<file path="src/design/mds_pkg.sv">
// constants and encodings shared by the multiply, divide and shift unit
package mds_pkg;

    // datapath geometry
    localparam int MDS_DATA_W = 16;
    localparam int MDS_WIDE_W = 32;
    localparam int MDS_NREG   = 8;
    localparam int MDS_SEL_W  = 3;

    // apb geometry and word indices (byte address = index * 4)
    localparam int MDS_ADDR_W = 8;
    localparam int MDS_IDX_W  = 6;
    localparam logic [MDS_IDX_W-1:0] MDS_IDX_CTRL  = 6'h00;
    localparam logic [MDS_IDX_W-1:0] MDS_IDX_OPND  = 6'h01;
    localparam logic [MDS_IDX_W-1:0] MDS_IDX_STAT  = 6'h02;
    localparam logic [MDS_IDX_W-1:0] MDS_IDX_RF_LO = 6'h08;
    localparam logic [MDS_IDX_W-1:0] MDS_IDX_RF_HI = 6'h0f;

    // control word fields
    localparam int MDS_CTRL_OP_LSB  = 0;
    localparam int MDS_CTRL_SEL_LSB = 2;
    localparam int MDS_CTRL_GO_BIT  = 8;

    // status word fields
    localparam int MDS_STAT_BUSY = 0;
    localparam int MDS_STAT_C    = 1;
    localparam int MDS_STAT_V    = 2;
    localparam int MDS_STAT_Z    = 3;
    localparam int MDS_STAT_N    = 4;

    // operation codes
    localparam logic [1:0] MDS_OP_PRODUCT  = 2'h0;
    localparam logic [1:0] MDS_OP_QUOTIENT = 2'h1;
    localparam logic [1:0] MDS_OP_SHIFT    = 2'h2;

    // divider
    localparam int MDS_DIV_STEPS = 32;
    localparam int MDS_CNT_W     = 6;

    // shifter: 80-bit frame, result in bits 47:32
    localparam int MDS_SH_W       = 80;
    localparam int MDS_SH_CNT_W   = 6;
    localparam int MDS_SH_SIGN    = 5;
    localparam int MDS_SH_RES_LSB = 32;
    localparam int MDS_SH_OVF_LSB = 48;
    localparam int MDS_SH_RC_BIT  = 31;
    localparam logic [MDS_SH_CNT_W-1:0] MDS_SH_BIAS = 6'h20;

endpackage : mds_pkg

</file>
<file path="src/design/mds_divider.sv">
// sequential signed 32 by 16 divider, truncating toward zero
`timescale 1ns/1ps
module mds_divider import mds_pkg::*; (
    // clock and reset
    input  wire logic                  pclk,
    input  wire logic                  presetn,
    // request
    input  wire logic                  start,
    input  wire logic [MDS_WIDE_W-1:0] dividend,
    input  wire logic [MDS_DATA_W-1:0] divisor,
    // answer
    output logic                       done,
    output logic [MDS_WIDE_W-1:0]      quotient,
    output logic [MDS_DATA_W-1:0]      remainder
);

    typedef enum logic [0:0] {MDS_DV_IDLE, MDS_DV_RUN} mds_dv_e;

    typedef struct packed {
        mds_dv_e               st;
        logic [MDS_CNT_W-1:0]  cnt;
        logic [MDS_WIDE_W-1:0] q;
        logic [MDS_DATA_W:0]   r;
        logic [MDS_DATA_W-1:0] dv;
        logic                  negq;
        logic                  negr;
        logic                  done;
        logic [MDS_WIDE_W-1:0] quot;
        logic [MDS_DATA_W-1:0] rem;
    } mds_dv_s;

    mds_dv_s s_reg;
    mds_dv_s s_next;

    always_comb begin
        logic [MDS_DATA_W:0] t;
        t = '0;
        s_next = s_reg;
        s_next.done = 1'b0;
        unique case (s_reg.st)
            MDS_DV_IDLE: begin
                if (start) begin
                    // work on magnitudes, fix signs at the end
                    s_next.negq = dividend[MDS_WIDE_W-1] ^ divisor[MDS_DATA_W-1];
                    s_next.negr = dividend[MDS_WIDE_W-1];
                    s_next.q    = dividend[MDS_WIDE_W-1] ? -dividend : dividend;
                    s_next.dv   = divisor[MDS_DATA_W-1] ? -divisor : divisor;
                    s_next.r    = '0;
                    s_next.cnt  = '0;
                    s_next.st   = MDS_DV_RUN;
                end
            end
            MDS_DV_RUN: begin
                t = {s_reg.r[MDS_DATA_W-1:0], s_reg.q[MDS_WIDE_W-1]};
                if (t >= {1'b0, s_reg.dv}) begin
                    s_next.r = t - {1'b0, s_reg.dv};
                    s_next.q = {s_reg.q[MDS_WIDE_W-2:0], 1'b1};
                end else begin
                    s_next.r = t;
                    s_next.q = {s_reg.q[MDS_WIDE_W-2:0], 1'b0};
                end
                s_next.cnt = s_reg.cnt + 1'b1;
                if (s_reg.cnt == MDS_CNT_W'(MDS_DIV_STEPS - 1)) begin
                    s_next.quot = s_reg.negq ? -s_next.q : s_next.q;
                    s_next.rem  = s_reg.negr ? -s_next.r[MDS_DATA_W-1:0] : s_next.r[MDS_DATA_W-1:0];
                    s_next.done = 1'b1;
                    s_next.st   = MDS_DV_IDLE;
                end
            end
        endcase
    end

    always_ff @(posedge pclk or negedge presetn) begin
        if (!presetn) begin
            s_reg <= '0;
        end else begin
            s_reg <= s_next;
        end
    end

    assign done      = s_reg.done;
    assign quotient  = s_reg.quot;
    assign remainder = s_reg.rem;

endmodule : mds_divider

</file>
<file path="src/design/mds_unit.sv">
// multiply, divide and arithmetic shift unit with an apb register port
`timescale 1ns/1ps
// Summary of operation
// [RL1] product_op forms the signed 32-bit product of register and destination operand.
// [RL2] after product_op, all_clear_flag set when the whole product is zero.
// [RL3] after product_op, msb_set_flag takes product bit 31.
// [RL4] after product_op, spill_bit_flag set when product does not fit sixteen signed bits.
// [RL5] after product_op, result_too_big_flag is always cleared.
// [RL6] product upper half goes into the selected register first.
// [RL7] product lower half then goes into selected register ORed with one.
// [RL8] quotient_op divides the pair selected, selected OR one by the operand.
// [RL9] quotient low half to selected register, remainder to selected OR one.
// [RL10] after quotient_op, msb_set_flag takes quotient bit 15.
// [RL11] after quotient_op, all_clear_flag set when the full quotient is zero.
// [RL12] after quotient_op, spill_bit_flag set exactly when the divisor is zero.
// [RL13] result_too_big_flag set on zero divisor or quotient not fitting sixteen bits.
// [RL14] shift_op shifts the register by signed six-bit count, left positive, right negative.
// [RL15] after shift_op, all_clear_flag set when the stored result is zero.
// [RL16] after shift_op, result_too_big_flag set when the sign changed while shifting.
// [RL17] after shift_op, msb_set_flag takes bit 15 of the stored result.
// [RL18] after shift_op, spill_bit_flag takes last bit out, cleared for zero count.
// [RL19] operation code picks the operation, three-bit field picks register or pair.
// [RL20] completion is signalled; operands stay stable and results wait until then.
module mds_unit import mds_pkg::*; (
    // clock and reset
    input  wire logic                  pclk,
    input  wire logic                  presetn,
    // apb slave
    input  wire logic                  psel,
    input  wire logic                  penable,
    input  wire logic                  pwrite,
    input  wire logic [MDS_ADDR_W-1:0] paddr,
    input  wire logic [31:0]           pwdata,
    output logic [31:0]                prdata,
    output logic                       pready,
    output logic                       pslverr,
    // sequencer handshake
    output logic                       busy,
    output logic                       op_done,
    // condition flags
    output logic                       msb_set_flag,
    output logic                       all_clear_flag,
    output logic                       result_too_big_flag,
    output logic                       spill_bit_flag
);

    typedef enum logic [2:0] {
        MDS_IDLE,
        MDS_EXEC,
        MDS_DIV_WAIT,
        MDS_WR_HI,
        MDS_WR_LO
    } mds_state_e;

    typedef struct packed {
        mds_state_e                             st;
        logic [MDS_NREG-1:0][MDS_DATA_W-1:0]    rf;
        logic [1:0]                             op;
        logic [MDS_SEL_W-1:0]                   sel;
        logic [MDS_DATA_W-1:0]                  dst;
        logic [MDS_DATA_W-1:0]                  hi;
        logic [MDS_DATA_W-1:0]                  lo;
        logic                                   n;
        logic                                   z;
        logic                                   v;
        logic                                   c;
        logic                                   busy;
        logic                                   done;
        logic                                   div_go;
        logic                                   pready;
        logic                                   pslverr;
        logic [31:0]                            prdata;
    } mds_unit_s;

    mds_unit_s s_reg;
    mds_unit_s s_next;

    logic                  div_done;
    logic [MDS_WIDE_W-1:0] div_quot;
    logic [MDS_DATA_W-1:0] div_rem;

    // operands seen by the datapath
    logic [MDS_SEL_W-1:0]  sel_pair;
    logic [MDS_DATA_W-1:0] opa;
    logic [MDS_DATA_W-1:0] opb;
    logic [MDS_WIDE_W-1:0] prod;
    logic [MDS_SH_CNT_W-1:0] sh_cnt;
    logic [MDS_SH_CNT_W-1:0] sh_amt;
    logic [MDS_SH_W-1:0]   sh_frame;
    logic [MDS_SH_W-1:0]   sh_out;
    logic [MDS_DATA_W-1:0] sh_res;

    assign sel_pair = s_reg.sel | MDS_SEL_W'(1);                     // RL19
    assign opa      = s_reg.rf[s_reg.sel];                          // RL19
    assign opb      = s_reg.rf[sel_pair];
    assign prod     = MDS_WIDE_W'($signed(opa) * $signed(s_reg.dst)); // RL1
    assign sh_cnt   = s_reg.dst[MDS_SH_CNT_W-1:0];
    assign sh_amt   = sh_cnt + MDS_SH_BIAS;                          // RL14
    assign sh_frame = {{(MDS_SH_W-MDS_DATA_W){opa[MDS_DATA_W-1]}}, opa};
    assign sh_out   = sh_frame << sh_amt;                            // RL14
    assign sh_res   = sh_out[MDS_SH_RES_LSB +: MDS_DATA_W];

    mds_divider u_div (
        .pclk      (pclk),
        .presetn   (presetn),
        .start     (s_reg.div_go),
        .dividend  ({opa, opb}),                                     // RL8
        .divisor   (s_reg.dst),
        .done      (div_done),
        .quotient  (div_quot),
        .remainder (div_rem)
    );

    always_comb begin
        logic [MDS_IDX_W-1:0] idx;
        logic                 go;
        logic [1:0]           go_op;
        logic                 rf_hit;
        idx    = paddr[MDS_ADDR_W-1:2];
        go     = 1'b0;
        go_op  = pwdata[MDS_CTRL_OP_LSB +: 2];
        rf_hit = (idx >= MDS_IDX_RF_LO) && (idx <= MDS_IDX_RF_HI);
        s_next = s_reg;
        s_next.done    = 1'b0;
        s_next.div_go  = 1'b0;
        s_next.pready  = 1'b0;
        s_next.pslverr = 1'b0;

        // apb access phase: one wait state, then pready
        if (psel && penable && !s_reg.pready) begin
            s_next.pready = 1'b1;
            s_next.prdata = '0;
            if (pwrite) begin
                if (idx == MDS_IDX_CTRL) begin
                    // a start while busy or with an unused code is dropped
                    if (pwdata[MDS_CTRL_GO_BIT] && !s_reg.busy &&
                        (go_op == MDS_OP_PRODUCT || go_op == MDS_OP_QUOTIENT ||
                         go_op == MDS_OP_SHIFT)) begin
                        go = 1'b1;
                    end
                end else if (idx == MDS_IDX_OPND) begin
                    if (!s_reg.busy) begin
                        s_next.dst = pwdata[MDS_DATA_W-1:0];        // RL20
                    end
                end else if (rf_hit) begin
                    if (!s_reg.busy) begin
                        s_next.rf[idx[MDS_SEL_W-1:0]] = pwdata[MDS_DATA_W-1:0]; // RL20
                    end
                end else if (idx != MDS_IDX_STAT) begin
                    s_next.pslverr = 1'b1;
                end
            end else begin
                if (idx == MDS_IDX_CTRL) begin
                    s_next.prdata[MDS_CTRL_OP_LSB +: 2]          = s_reg.op;
                    s_next.prdata[MDS_CTRL_SEL_LSB +: MDS_SEL_W] = s_reg.sel;
                end else if (idx == MDS_IDX_OPND) begin
                    s_next.prdata[MDS_DATA_W-1:0] = s_reg.dst;
                end else if (idx == MDS_IDX_STAT) begin
                    s_next.prdata[MDS_STAT_BUSY] = s_reg.busy;
                    s_next.prdata[MDS_STAT_C]    = s_reg.c;
                    s_next.prdata[MDS_STAT_V]    = s_reg.v;
                    s_next.prdata[MDS_STAT_Z]    = s_reg.z;
                    s_next.prdata[MDS_STAT_N]    = s_reg.n;
                end else if (rf_hit) begin
                    s_next.prdata[MDS_DATA_W-1:0] = s_reg.rf[idx[MDS_SEL_W-1:0]];
                end else begin
                    s_next.pslverr = 1'b1;
                end
            end
        end

        unique case (s_reg.st)
            MDS_IDLE: begin
                if (go) begin
                    s_next.op   = go_op;                              // RL19
                    s_next.sel  = pwdata[MDS_CTRL_SEL_LSB +: MDS_SEL_W]; // RL19
                    s_next.busy = 1'b1;                              // RL20
                    s_next.st   = MDS_EXEC;
                end
            end
            MDS_EXEC: begin
                case (s_reg.op)
                    MDS_OP_PRODUCT: begin
                        s_next.hi = prod[MDS_WIDE_W-1:MDS_DATA_W];
                        s_next.lo = prod[MDS_DATA_W-1:0];
                        s_next.z  = (prod == '0);                    // RL2
                        s_next.n  = prod[MDS_WIDE_W-1];              // RL3
                        s_next.c  = (prod[MDS_WIDE_W-1:MDS_DATA_W-1] != '0) &&
                                    (prod[MDS_WIDE_W-1:MDS_DATA_W-1] != '1); // RL4
                        s_next.v  = 1'b0;                            // RL5
                        s_next.st = MDS_WR_HI;
                    end
                    MDS_OP_QUOTIENT: begin
                        if (s_reg.dst == '0) begin
                            // nothing stored when dividing by zero
                            s_next.n    = 1'b0;
                            s_next.z    = 1'b0;
                            s_next.c    = 1'b1;                      // RL12
                            s_next.v    = 1'b1;                      // RL13
                            s_next.busy = 1'b0;
                            s_next.done = 1'b1;                      // RL20
                            s_next.st   = MDS_IDLE;
                        end else begin
                            s_next.div_go = 1'b1;                    // RL8
                            s_next.st     = MDS_DIV_WAIT;
                        end
                    end
                    MDS_OP_SHIFT: begin
                        s_next.rf[s_reg.sel] = sh_res;               // RL14
                        s_next.z = (sh_res == '0);                   // RL15
                        s_next.n = sh_res[MDS_DATA_W-1];             // RL17
                        s_next.v = sh_res[MDS_DATA_W-1] ?
                                   (sh_out[MDS_SH_W-1:MDS_SH_OVF_LSB] != '1) :
                                   (sh_out[MDS_SH_W-1:MDS_SH_OVF_LSB] != '0); // RL16
                        if (sh_cnt == '0) begin
                            s_next.c = 1'b0;                         // RL18
                        end else if (sh_cnt[MDS_SH_SIGN]) begin
                            s_next.c = sh_out[MDS_SH_RC_BIT];        // RL18
                        end else begin
                            s_next.c = sh_out[MDS_SH_OVF_LSB];       // RL18
                        end
                        s_next.busy = 1'b0;
                        s_next.done = 1'b1;                          // RL20
                        s_next.st   = MDS_IDLE;
                    end
                    default: begin
                        s_next.busy = 1'b0;
                        s_next.st   = MDS_IDLE;
                    end
                endcase
            end
            MDS_DIV_WAIT: begin
                if (div_done) begin
                    s_next.hi = div_quot[MDS_DATA_W-1:0];            // RL9
                    s_next.lo = div_rem;                             // RL9
                    s_next.n  = div_quot[MDS_DATA_W-1];              // RL10
                    s_next.z  = (div_quot == '0);                    // RL11
                    s_next.c  = 1'b0;                                // RL12
                    s_next.v  = (div_quot[MDS_WIDE_W-1:MDS_DATA_W] !=
                                 {MDS_DATA_W{div_quot[MDS_DATA_W-1]}}); // RL13
                    s_next.st = MDS_WR_HI;
                end
            end
            MDS_WR_HI: begin
                s_next.rf[s_reg.sel] = s_reg.hi;                     // RL6
                s_next.st = MDS_WR_LO;
            end
            MDS_WR_LO: begin
                // an odd register ends up holding the low half, or the remainder after quotient_op
                s_next.rf[sel_pair] = s_reg.lo;                      // RL7
                s_next.busy = 1'b0;
                s_next.done = 1'b1;                                  // RL20
                s_next.st   = MDS_IDLE;
            end
        endcase
    end

    always_ff @(posedge pclk or negedge presetn) begin
        if (!presetn) begin
            s_reg <= '0;
        end else begin
            s_reg <= s_next;
        end
    end

    assign prdata              = s_reg.prdata;
    assign pready              = s_reg.pready;
    assign pslverr             = s_reg.pslverr;
    assign busy                = s_reg.busy;
    assign op_done             = s_reg.done;
    assign msb_set_flag        = s_reg.n;
    assign all_clear_flag      = s_reg.z;
    assign result_too_big_flag = s_reg.v;
    assign spill_bit_flag      = s_reg.c;

endmodule : mds_unit

</file>
<file path="config.mk">
export PLATFORM = sky130hd
export DESIGN_NAME = mds_unit
export DESIGN_NICKNAME = d
export VERILOG_FILES = /design/src/design/mds_pkg.sv /design/src/design/mds_divider.sv /design/src/design/mds_unit.sv
export SDC_FILE = /design/constraint.sdc
export NUM_CORES = 2
export LEC_CHECK = 0
export ABC_AREA = 1
export BUFFER_PORTS_ARGS = -buffer_cell sky130_fd_sc_hd__buf_4
export CELL_PAD_IN_SITES_DETAIL_PLACEMENT = 0
export CELL_PAD_IN_SITES_GLOBAL_PLACEMENT = 1
export CORE_MARGIN = 5
export CORE_UTILIZATION = 25
export DETAILED_ROUTE_END_ITERATION = 12
export PLACE_DENSITY_LB_ADDON = 0.1
export SYNTH_ARGS = -nofsm -noshare
export SYNTH_HDL_FRONTEND = slang
export SYNTH_HIERARCHICAL = 1
export SYNTH_SLANG_ARGS = --single-unit
</file>
<file path="constraint.sdc">
create_clock -name pclk -period 6.3 [get_ports pclk]
set_input_delay 1.26 -clock pclk [delete_from_list [all_inputs] [get_ports pclk]]
set_output_delay 1.26 -clock pclk [all_outputs]
set_load 0.03 [all_outputs]
</file>
# --- Yosys cells after proc, flatten, opt, wreduce, memory -nomap -nowiden ---
# Index checks and enable logic that the tools add are counted.
word_totals:
  ff_bits: 331
  word_cells: 189
  out_inout_bits: 40
  in_bits: 45
classes:
  reduce_logical: 34
  bitwise: 4
  n_eq_ne: 22
  shift: 1
  n_lt_le_gt_ge: 9
  add_sub_neg: 7
  n_mul: 1
  muxes: 77
ops:
  columns: ["op", "count"]
  rows:
  - ["2-to-1 mux 128 bit", 7]
  - ["bitwise mux 128 bit", 4]
  - ["case mux 128 bit (3 select lines)", 1]
  - ["2-to-1 mux 16 bit", 11]
  - ["2-to-1 mux 49 bit", 3]
  - ["case mux 56 bit (2 select lines)", 1]
  - ["binary-select mux 16 bit (select 3 bit)", 2]
  - ["demux 16 bit (select 3 bit)", 2]
  - ["2-to-1 mux 32 bit", 3]
  - ["<< shifter 80 x 6 -> 80 bit", 1]
  - ["2-to-1 mux 74 bit", 1]
  - ["case mux 36 bit (2 select lines)", 1]
  - ["logical NOT 32 bit", 2]
  - ["negator 32 bit", 2]
  - ["2-to-1 mux 36 bit", 1]
  - ["2-to-1 mux 34 bit", 1]
  - ["binary-select mux 16 bit (select 2 bit)", 1]
  - ["demux 16 bit (select 2 bit)", 1]
  - ["logical NOT 16 bit", 2]
  - ["multiplier 16 x 16 -> 32 bit", 1]
  - ["!= test 32 bit (second input constant)", 1]
  - ["negator 16 bit", 2]
  - ["nonzero test 32 bit", 1]
  - ["2-to-1 mux 11 bit", 2]
  - ["49 further kinds", 101]

# --- Logic depth before layout (Yosys ltp) ---
depth:
  ltp_word: 14
  depth_mapped: 42

# --- Modules after synthesis ---
# Netlist, hierarchy kept.
modules_own_cells:
  columns: ["mod", "cells_each", "n_inst", "area_each_um2"]
  rows:
  - ["mds_unit", 4227, 1, 28608.7]
  - ["mds_divider", 1150, 1, 8399.3]

# --- Least setup slack after synthesis ---
# Ideal clock, no wire load.
synth_path:
  kind: "register to register"
  startpoint: "register, netlist name s_reg[90]"
  endpoint: "register s_reg, in the netlist spill_bit_flag"
  slack_ps: -579
  path_stages_with_launch: 35
  t_arrival_ps: 6753
  path_buffers: 2
  cell_sequence: "dfrtp_1 -> inv_2 -> clkbuf_1 -> nand2_1 -> nand2_1 -> nand2_1 -> nand2_2 -> inv_2 -> buf_2 -> nor2_1 -> inv_1 -> fa_1 -> inv_1 -> fa_1 -> fa_1 -> fa_1 -> fa_1 -> inv_1 -> fa_1 -> inv_1 -> ha_1 -> nand2_1 -> nor2_1 -> nand2_1 -> nor4_1 -> nand2_1 -> nand2_1 -> a21oi_1 -> o21bai_1 -> xor2_1 -> nand3_1 -> nand2_1 -> nand2_1 -> nand4_1 -> o21ai_0"
synth_lines:
  columns: ["element", "line", "rtl"]
  rows:
  - ["end signal, assigned", "mds_unit.sv:262", "s_reg <= s_next;"]
  - ["end, declared", "mds_unit.sv:75", "mds_unit_s s_reg;"]

==> metrics.md <==
| Metric | Value |
|---|---|
| Status | `finished with violations` |
| Failing checks | `setup timing` |
| Maximum fanout encountered on the critical timing path | `12` |
| Drt initial violations | `3293` |
| Final setup viols | `25` |
| Logic pwr share | `0.563` |
| Average via count per standard cell | `5.11` |
| Height of the die | `395 um` |
| Sequential fraction of design power | `0.212` |
| Final-report hold violation count | `0` |
| Slew headroom | `0.161` |
| Effective utilization at floorplan | `0.251` |
| Global-route congestion overflow total | `0` |
| Largest cells by area after synthesis | `sky130_fd_sc_hd__dfrtp_1, sky130_fd_sc_hd__nand2_1, sky130_fd_sc_hd__fa_1` |
| Commonest register cell after synthesis | `sky130_fd_sc_hd__dfrtp_1` |
| Count of cell types in the netlist | `62` |
| Switching power of the nets | `6.45 mW` |
| CTS H-tree lvls | `2` |
| Worst min-delay path category | `flop to flop` |
| Ports placed on the boundary | `85` |
| Number of buffers added on ports | `50` |
| Critical register-to-register path endpoint | `msb_set_flag$_DFFE_PN0P_` |
| Initial antenna violation count | `11` |
| Post-detailed-route wirelength per cell | `~27 um` |
| Final worst hold slack | `0.481 ns` |
| Final standard cell utilization of the core | `0.317` |
| Post-placement setup slack | `-1.36 ns` |
| Slew of the pin with the lowest slew margin | `~1.3 ns` |
| Number of slew-limit violations in the final report | `0` |
| Internal power consumption | `6.53 mW` |
| Static leakage power | `21.9 nW` |
| Number of buffers on the longest clock path | `3` |
| Pin count of the biggest net entering global routing | `roughly 130` |
| HPWL after detailed placement | `156000 um` |
| Category of the critical setup timing path | `flop to flop` |
| Endpoint class of the critical path | `flop` |
| Cell Area, Placed | `around 43000 um^2` |
| Yosys top cell by area | `sky130_fd_sc_hd__dfrtp_1` |
| Clock power share | `0.225` |
| Area overhead of the layout relative to synthesis | `26.5%` |
| Hold-critical path depth | `2` |
| Worst clock skew | `between 0.04 and 0.05 ns` |
| Fraction of layout instances using a drive strength above 1 | `0.202` |
| Setup crit end | `msb_set_flag$_DFFE_PN0P_` |
| Ys Warns | `6` |
| Maximum ir drop on the vdd rail | `0.263 mV` |
| Horizontal die dimension | `395 um` |
| Bufs and invs on worst path | `12` |
| WL final | `205000 um` |
| Crit path max-delay family | `adder cells` |
| CTS sink cnt | `331` |
| Worst path max stage delay | `0.51 ns` |
| Via count of the first global-routing pass | `around 39000` |
| Final RePlAce weighted congestion | `0.936` |
| Via count | `~39000` |
| Cell with the largest stage delay on the worst path | `sky130_fd_sc_hd__fa_1` |
| GR peak layer | `met2` |
| Core area | `147000 um^2` |
| CTS tree | `yes` |
| Post-Synthesis Cell Area | `~37000 um^2` |
| Clk_lat worst skew | `about 0.65 ns` |
| Depth of the worst register-to-register path | `37` |
| Total power divided by cell area | `277 nW/um^2` |
| Number of standard cells after synthesis | `5377` |
| Number of stages on the worst setup path | `37` |
| Number of enable-type register cells in the synthesized netlist | `0` |
| Remaining number of nets flagged by the antenna check after routing | `0` |
| Top achievable clock speed | `0.140 GHz` |
| TritonCTS buffer count | `47` |
| Clock tree root buffer cell | `sky130_fd_sc_hd__clkbuf_16` |
| Share of the synthesized area in the top cell type | `0.224` |
| Clock-pin transition on the worst setup and hold timing paths | `0.06 ns` |
| Met3 track utilization from global routing | `0.0339` |
| Post-route clock period utilization | `1.13` |
| 1st-pass router iterations | `6` |
| Crit path arrival time | `7.68 ns` |
| Startpoint type of the worst setup path | `flop` |
| Source of the critical timing path | `s_reg[89]$_DFFE_PN0P_` |
| Met1 track demand over resource in global routing | `0.333` |
| Sequential area share after synthesis | `0.224` |
| Max FFs per register | `about 190` |
| Mapped Avg Cell Area | `around 7 um^2` |
| Post-synthesis register bit count | `~330` |
| Fraction of registers with async set or reset after synthesis | `1.00` |
| RSZ-0062 raised after global routing | `yes` |
| Most common cell on crit path | `sky130_fd_sc_hd__fa_1` |
| Setup slack of the worst register-to-register path | `-0.82 ns` |
| Sw Share | `0.497` |
| Max-capacitance violation count | `0` |
| Post-route design area | `46800 um^2` |
| Global-route wire length before repair | `290000 um` |
| Final critical-path required period | `~7.1 ns` |
| Beginning of the worst register-to-register path | `s_reg[89]$_DFFE_PN0P_` |
| Aggregate global-route resource usage | `0.256` |
| Worst setup margin | `-0.823 ns` |
| CP required | `6.86 ns` |
| Total DRC errors in the routed layout | `0` |
| Number of nets in the layout | `6163` |
| Total die area | `approximately 160000 um^2` |
| Met2 GRT Util | `0.424` |
| Rows | `between 100 and 150` |
## repair_timing
item	4_1_cts	5_1_grt
buffers inserted	38	17
cloned	1	2
pin swaps	113	88
hold buffers	0	0
setup endpoints to repair	27	27
gates resized for setup	316	137
## synthesized netlist by cell type (5+ instances only)
library cell	number
sky130_fd_sc_hd__dfrtp_1	331
sky130_fd_sc_hd__xor2_1	70
sky130_fd_sc_hd__a22o_1	10
sky130_fd_sc_hd__nand3_1	275
sky130_fd_sc_hd__clkbuf_1	220
sky130_fd_sc_hd__o21ai_1	17
sky130_fd_sc_hd__xnor2_1	36
sky130_fd_sc_hd__buf_8	5
sky130_fd_sc_hd__o21bai_1	5
sky130_fd_sc_hd__nand3_2	10
sky130_fd_sc_hd__buf_4	90
sky130_fd_sc_hd__o31ai_1	7
sky130_fd_sc_hd__clkinv_1	27
sky130_fd_sc_hd__nand4_1	44
sky130_fd_sc_hd__nand3b_1	6
sky130_fd_sc_hd__o21ai_0	548
sky130_fd_sc_hd__o22ai_1	61
sky130_fd_sc_hd__inv_1	620
sky130_fd_sc_hd__a21oi_1	118
sky130_fd_sc_hd__nor3_1	48
sky130_fd_sc_hd__buf_2	32
sky130_fd_sc_hd__fa_1	263
sky130_fd_sc_hd__or2_2	7
sky130_fd_sc_hd__a21o_1	6
sky130_fd_sc_hd__o221ai_1	15
sky130_fd_sc_hd__nor2_1	472
sky130_fd_sc_hd__o2111ai_1	68
sky130_fd_sc_hd__o211ai_1	204
sky130_fd_sc_hd__nand2_4	5
sky130_fd_sc_hd__nor4_1	21
sky130_fd_sc_hd__ha_1	107
sky130_fd_sc_hd__nand2_2	33
sky130_fd_sc_hd__a31oi_1	14
sky130_fd_sc_hd__nor2_2	9
sky130_fd_sc_hd__o41ai_1	5
sky130_fd_sc_hd__inv_2	16
sky130_fd_sc_hd__o32ai_1	5
sky130_fd_sc_hd__buf_6	5
sky130_fd_sc_hd__buf_1	10
sky130_fd_sc_hd__nand2_1	1458
sky130_fd_sc_hd__a22oi_1	31
## through the flow
stage	setup TNS (ns)	cells	power (mW)
floorplan	-0.223	5392	5.87
global route	-17.15	7714	13.6
finish	-10.58	7720	13.0
CTS	-10.55	7698	12.8
global placement	-22.78	7578	9.47
detailed placement	-22.14	7578	9.45
## worst register-to-register path: cells and delay by family (launching register included)
family / cells / cell delay, ns
fa+ha+maj: 7 / 3.17
buf+inv: 12 / 1.30
flops: 1 / 0.45
xor+xnor: 1 / 0.14
compound gates: 9 / 1.27
simple gates: 8 / 0.71
## worst min path at each step
stage	start	slack [ns]	endpoint
after floorplan	u_div/quotient[30]$_DFFE_PN0P_	0.45	u_div/quotient[30]$_DFFE_PN0P_
after global placement	u_div/s_reg[62]$_DFFE_PN0P_	0.47	u_div/s_reg[62]$_DFFE_PN0P_
after detailed placement	u_div/s_reg[63]$_DFFE_PN0P_	0.47	u_div/s_reg[63]$_DFFE_PN0P_
after CTS	u_div/s_reg[63]$_DFFE_PN0P_	0.49	u_div/s_reg[63]$_DFFE_PN0P_
after global routing	u_div/s_reg[54]$_DFFE_PN0P_	0.52	u_div/s_reg[54]$_DFFE_PN0P_
final	u_div/s_reg[62]$_DFFE_PN0P_	0.48	u_div/s_reg[62]$_DFFE_PN0P_
## kinds of logic after synthesis
family | after synthesis | share of synthesized area
and+or+nand+nor | 2404 | 0.269
AOI/OAI and AO/OA | 1139 | 0.187
buffers and inverters | 1026 | 0.117
adders and majority gates | 370 | 0.178
DFF | 331 | 0.224
xor gates and xnor gates | 106 | 0.0251
other | 1 | 0.000101
## cell usage in the layout, fill, tap and decap left out, types with 28 or more instances in the layout
cell type / n
sky130_fd_sc_hd__nand2_1: 1364
sky130_fd_sc_hd__fa_1: 240
sky130_fd_sc_hd__nor2_1: 425
sky130_fd_sc_hd__dfrtp_1: 328
sky130_fd_sc_hd__o2111ai_1: 68
sky130_fd_sc_hd__o21ai_0: 528
sky130_fd_sc_hd__nor3_1: 40
sky130_fd_sc_hd__nand2_2: 91
sky130_fd_sc_hd__nand3_1: 269
sky130_fd_sc_hd__inv_1: 571
sky130_fd_sc_hd__a22oi_1: 31
sky130_fd_sc_hd__nor2_4: 28
sky130_fd_sc_hd__buf_4: 577
sky130_fd_sc_hd__buf_12: 37
sky130_fd_sc_hd__xor2_1: 59
sky130_fd_sc_hd__nand2_4: 35
sky130_fd_sc_hd__inv_2: 59
sky130_fd_sc_hd__a21oi_1: 99
sky130_fd_sc_hd__buf_6: 47
sky130_fd_sc_hd__o211ai_1: 204
sky130_fd_sc_hd__nor2_2: 32
sky130_fd_sc_hd__clkbuf_16: 49
sky130_fd_sc_hd__o22ai_1: 58
sky130_fd_sc_hd__nand4_1: 44
sky130_fd_sc_hd__ha_1: 83
## layout make-up
| type | count | area [um^2] |
|---|---|---|
| Clock inverter | 17 | 233 |
| Timing Repair Buffer | 670 | 5760 |
| Clock buffer | 68 | 1400 |
| Fill cell | 16300 | 101000 |
| Multi-Input combinational cell | 4035 | 26200 |
| Tap cell | 1930 | 2410 |
| Sequential cell | 331 | 8290 |
| Antenna cell | 6 | 15.0 |
| Inverter | 663 | 2520 |
## routing by layer
layer  wire length (um)  up-vias
li1                   -    18300
met1              88700    19400
met2              95100     1312
met3              10300      366
met4              11400        2
met5                  9        -
## power groups by stage
| stage | registers (mW) | clock network [mW] | logic (mW) |
|---|---|---|---|
| floorplan | 2.66 | 0 | 3.21 |
| global placement | 2.78 | 0 | 6.69 |
| detailed placement | 2.78 | 0 | 6.68 |
| CTS | 2.74 | 2.99 | 7.10 |
| global route | 2.76 | 3.06 | 7.77 |
| finish | 2.75 | 2.92 | 7.30 |
Power figures use the tool's default switching activity.
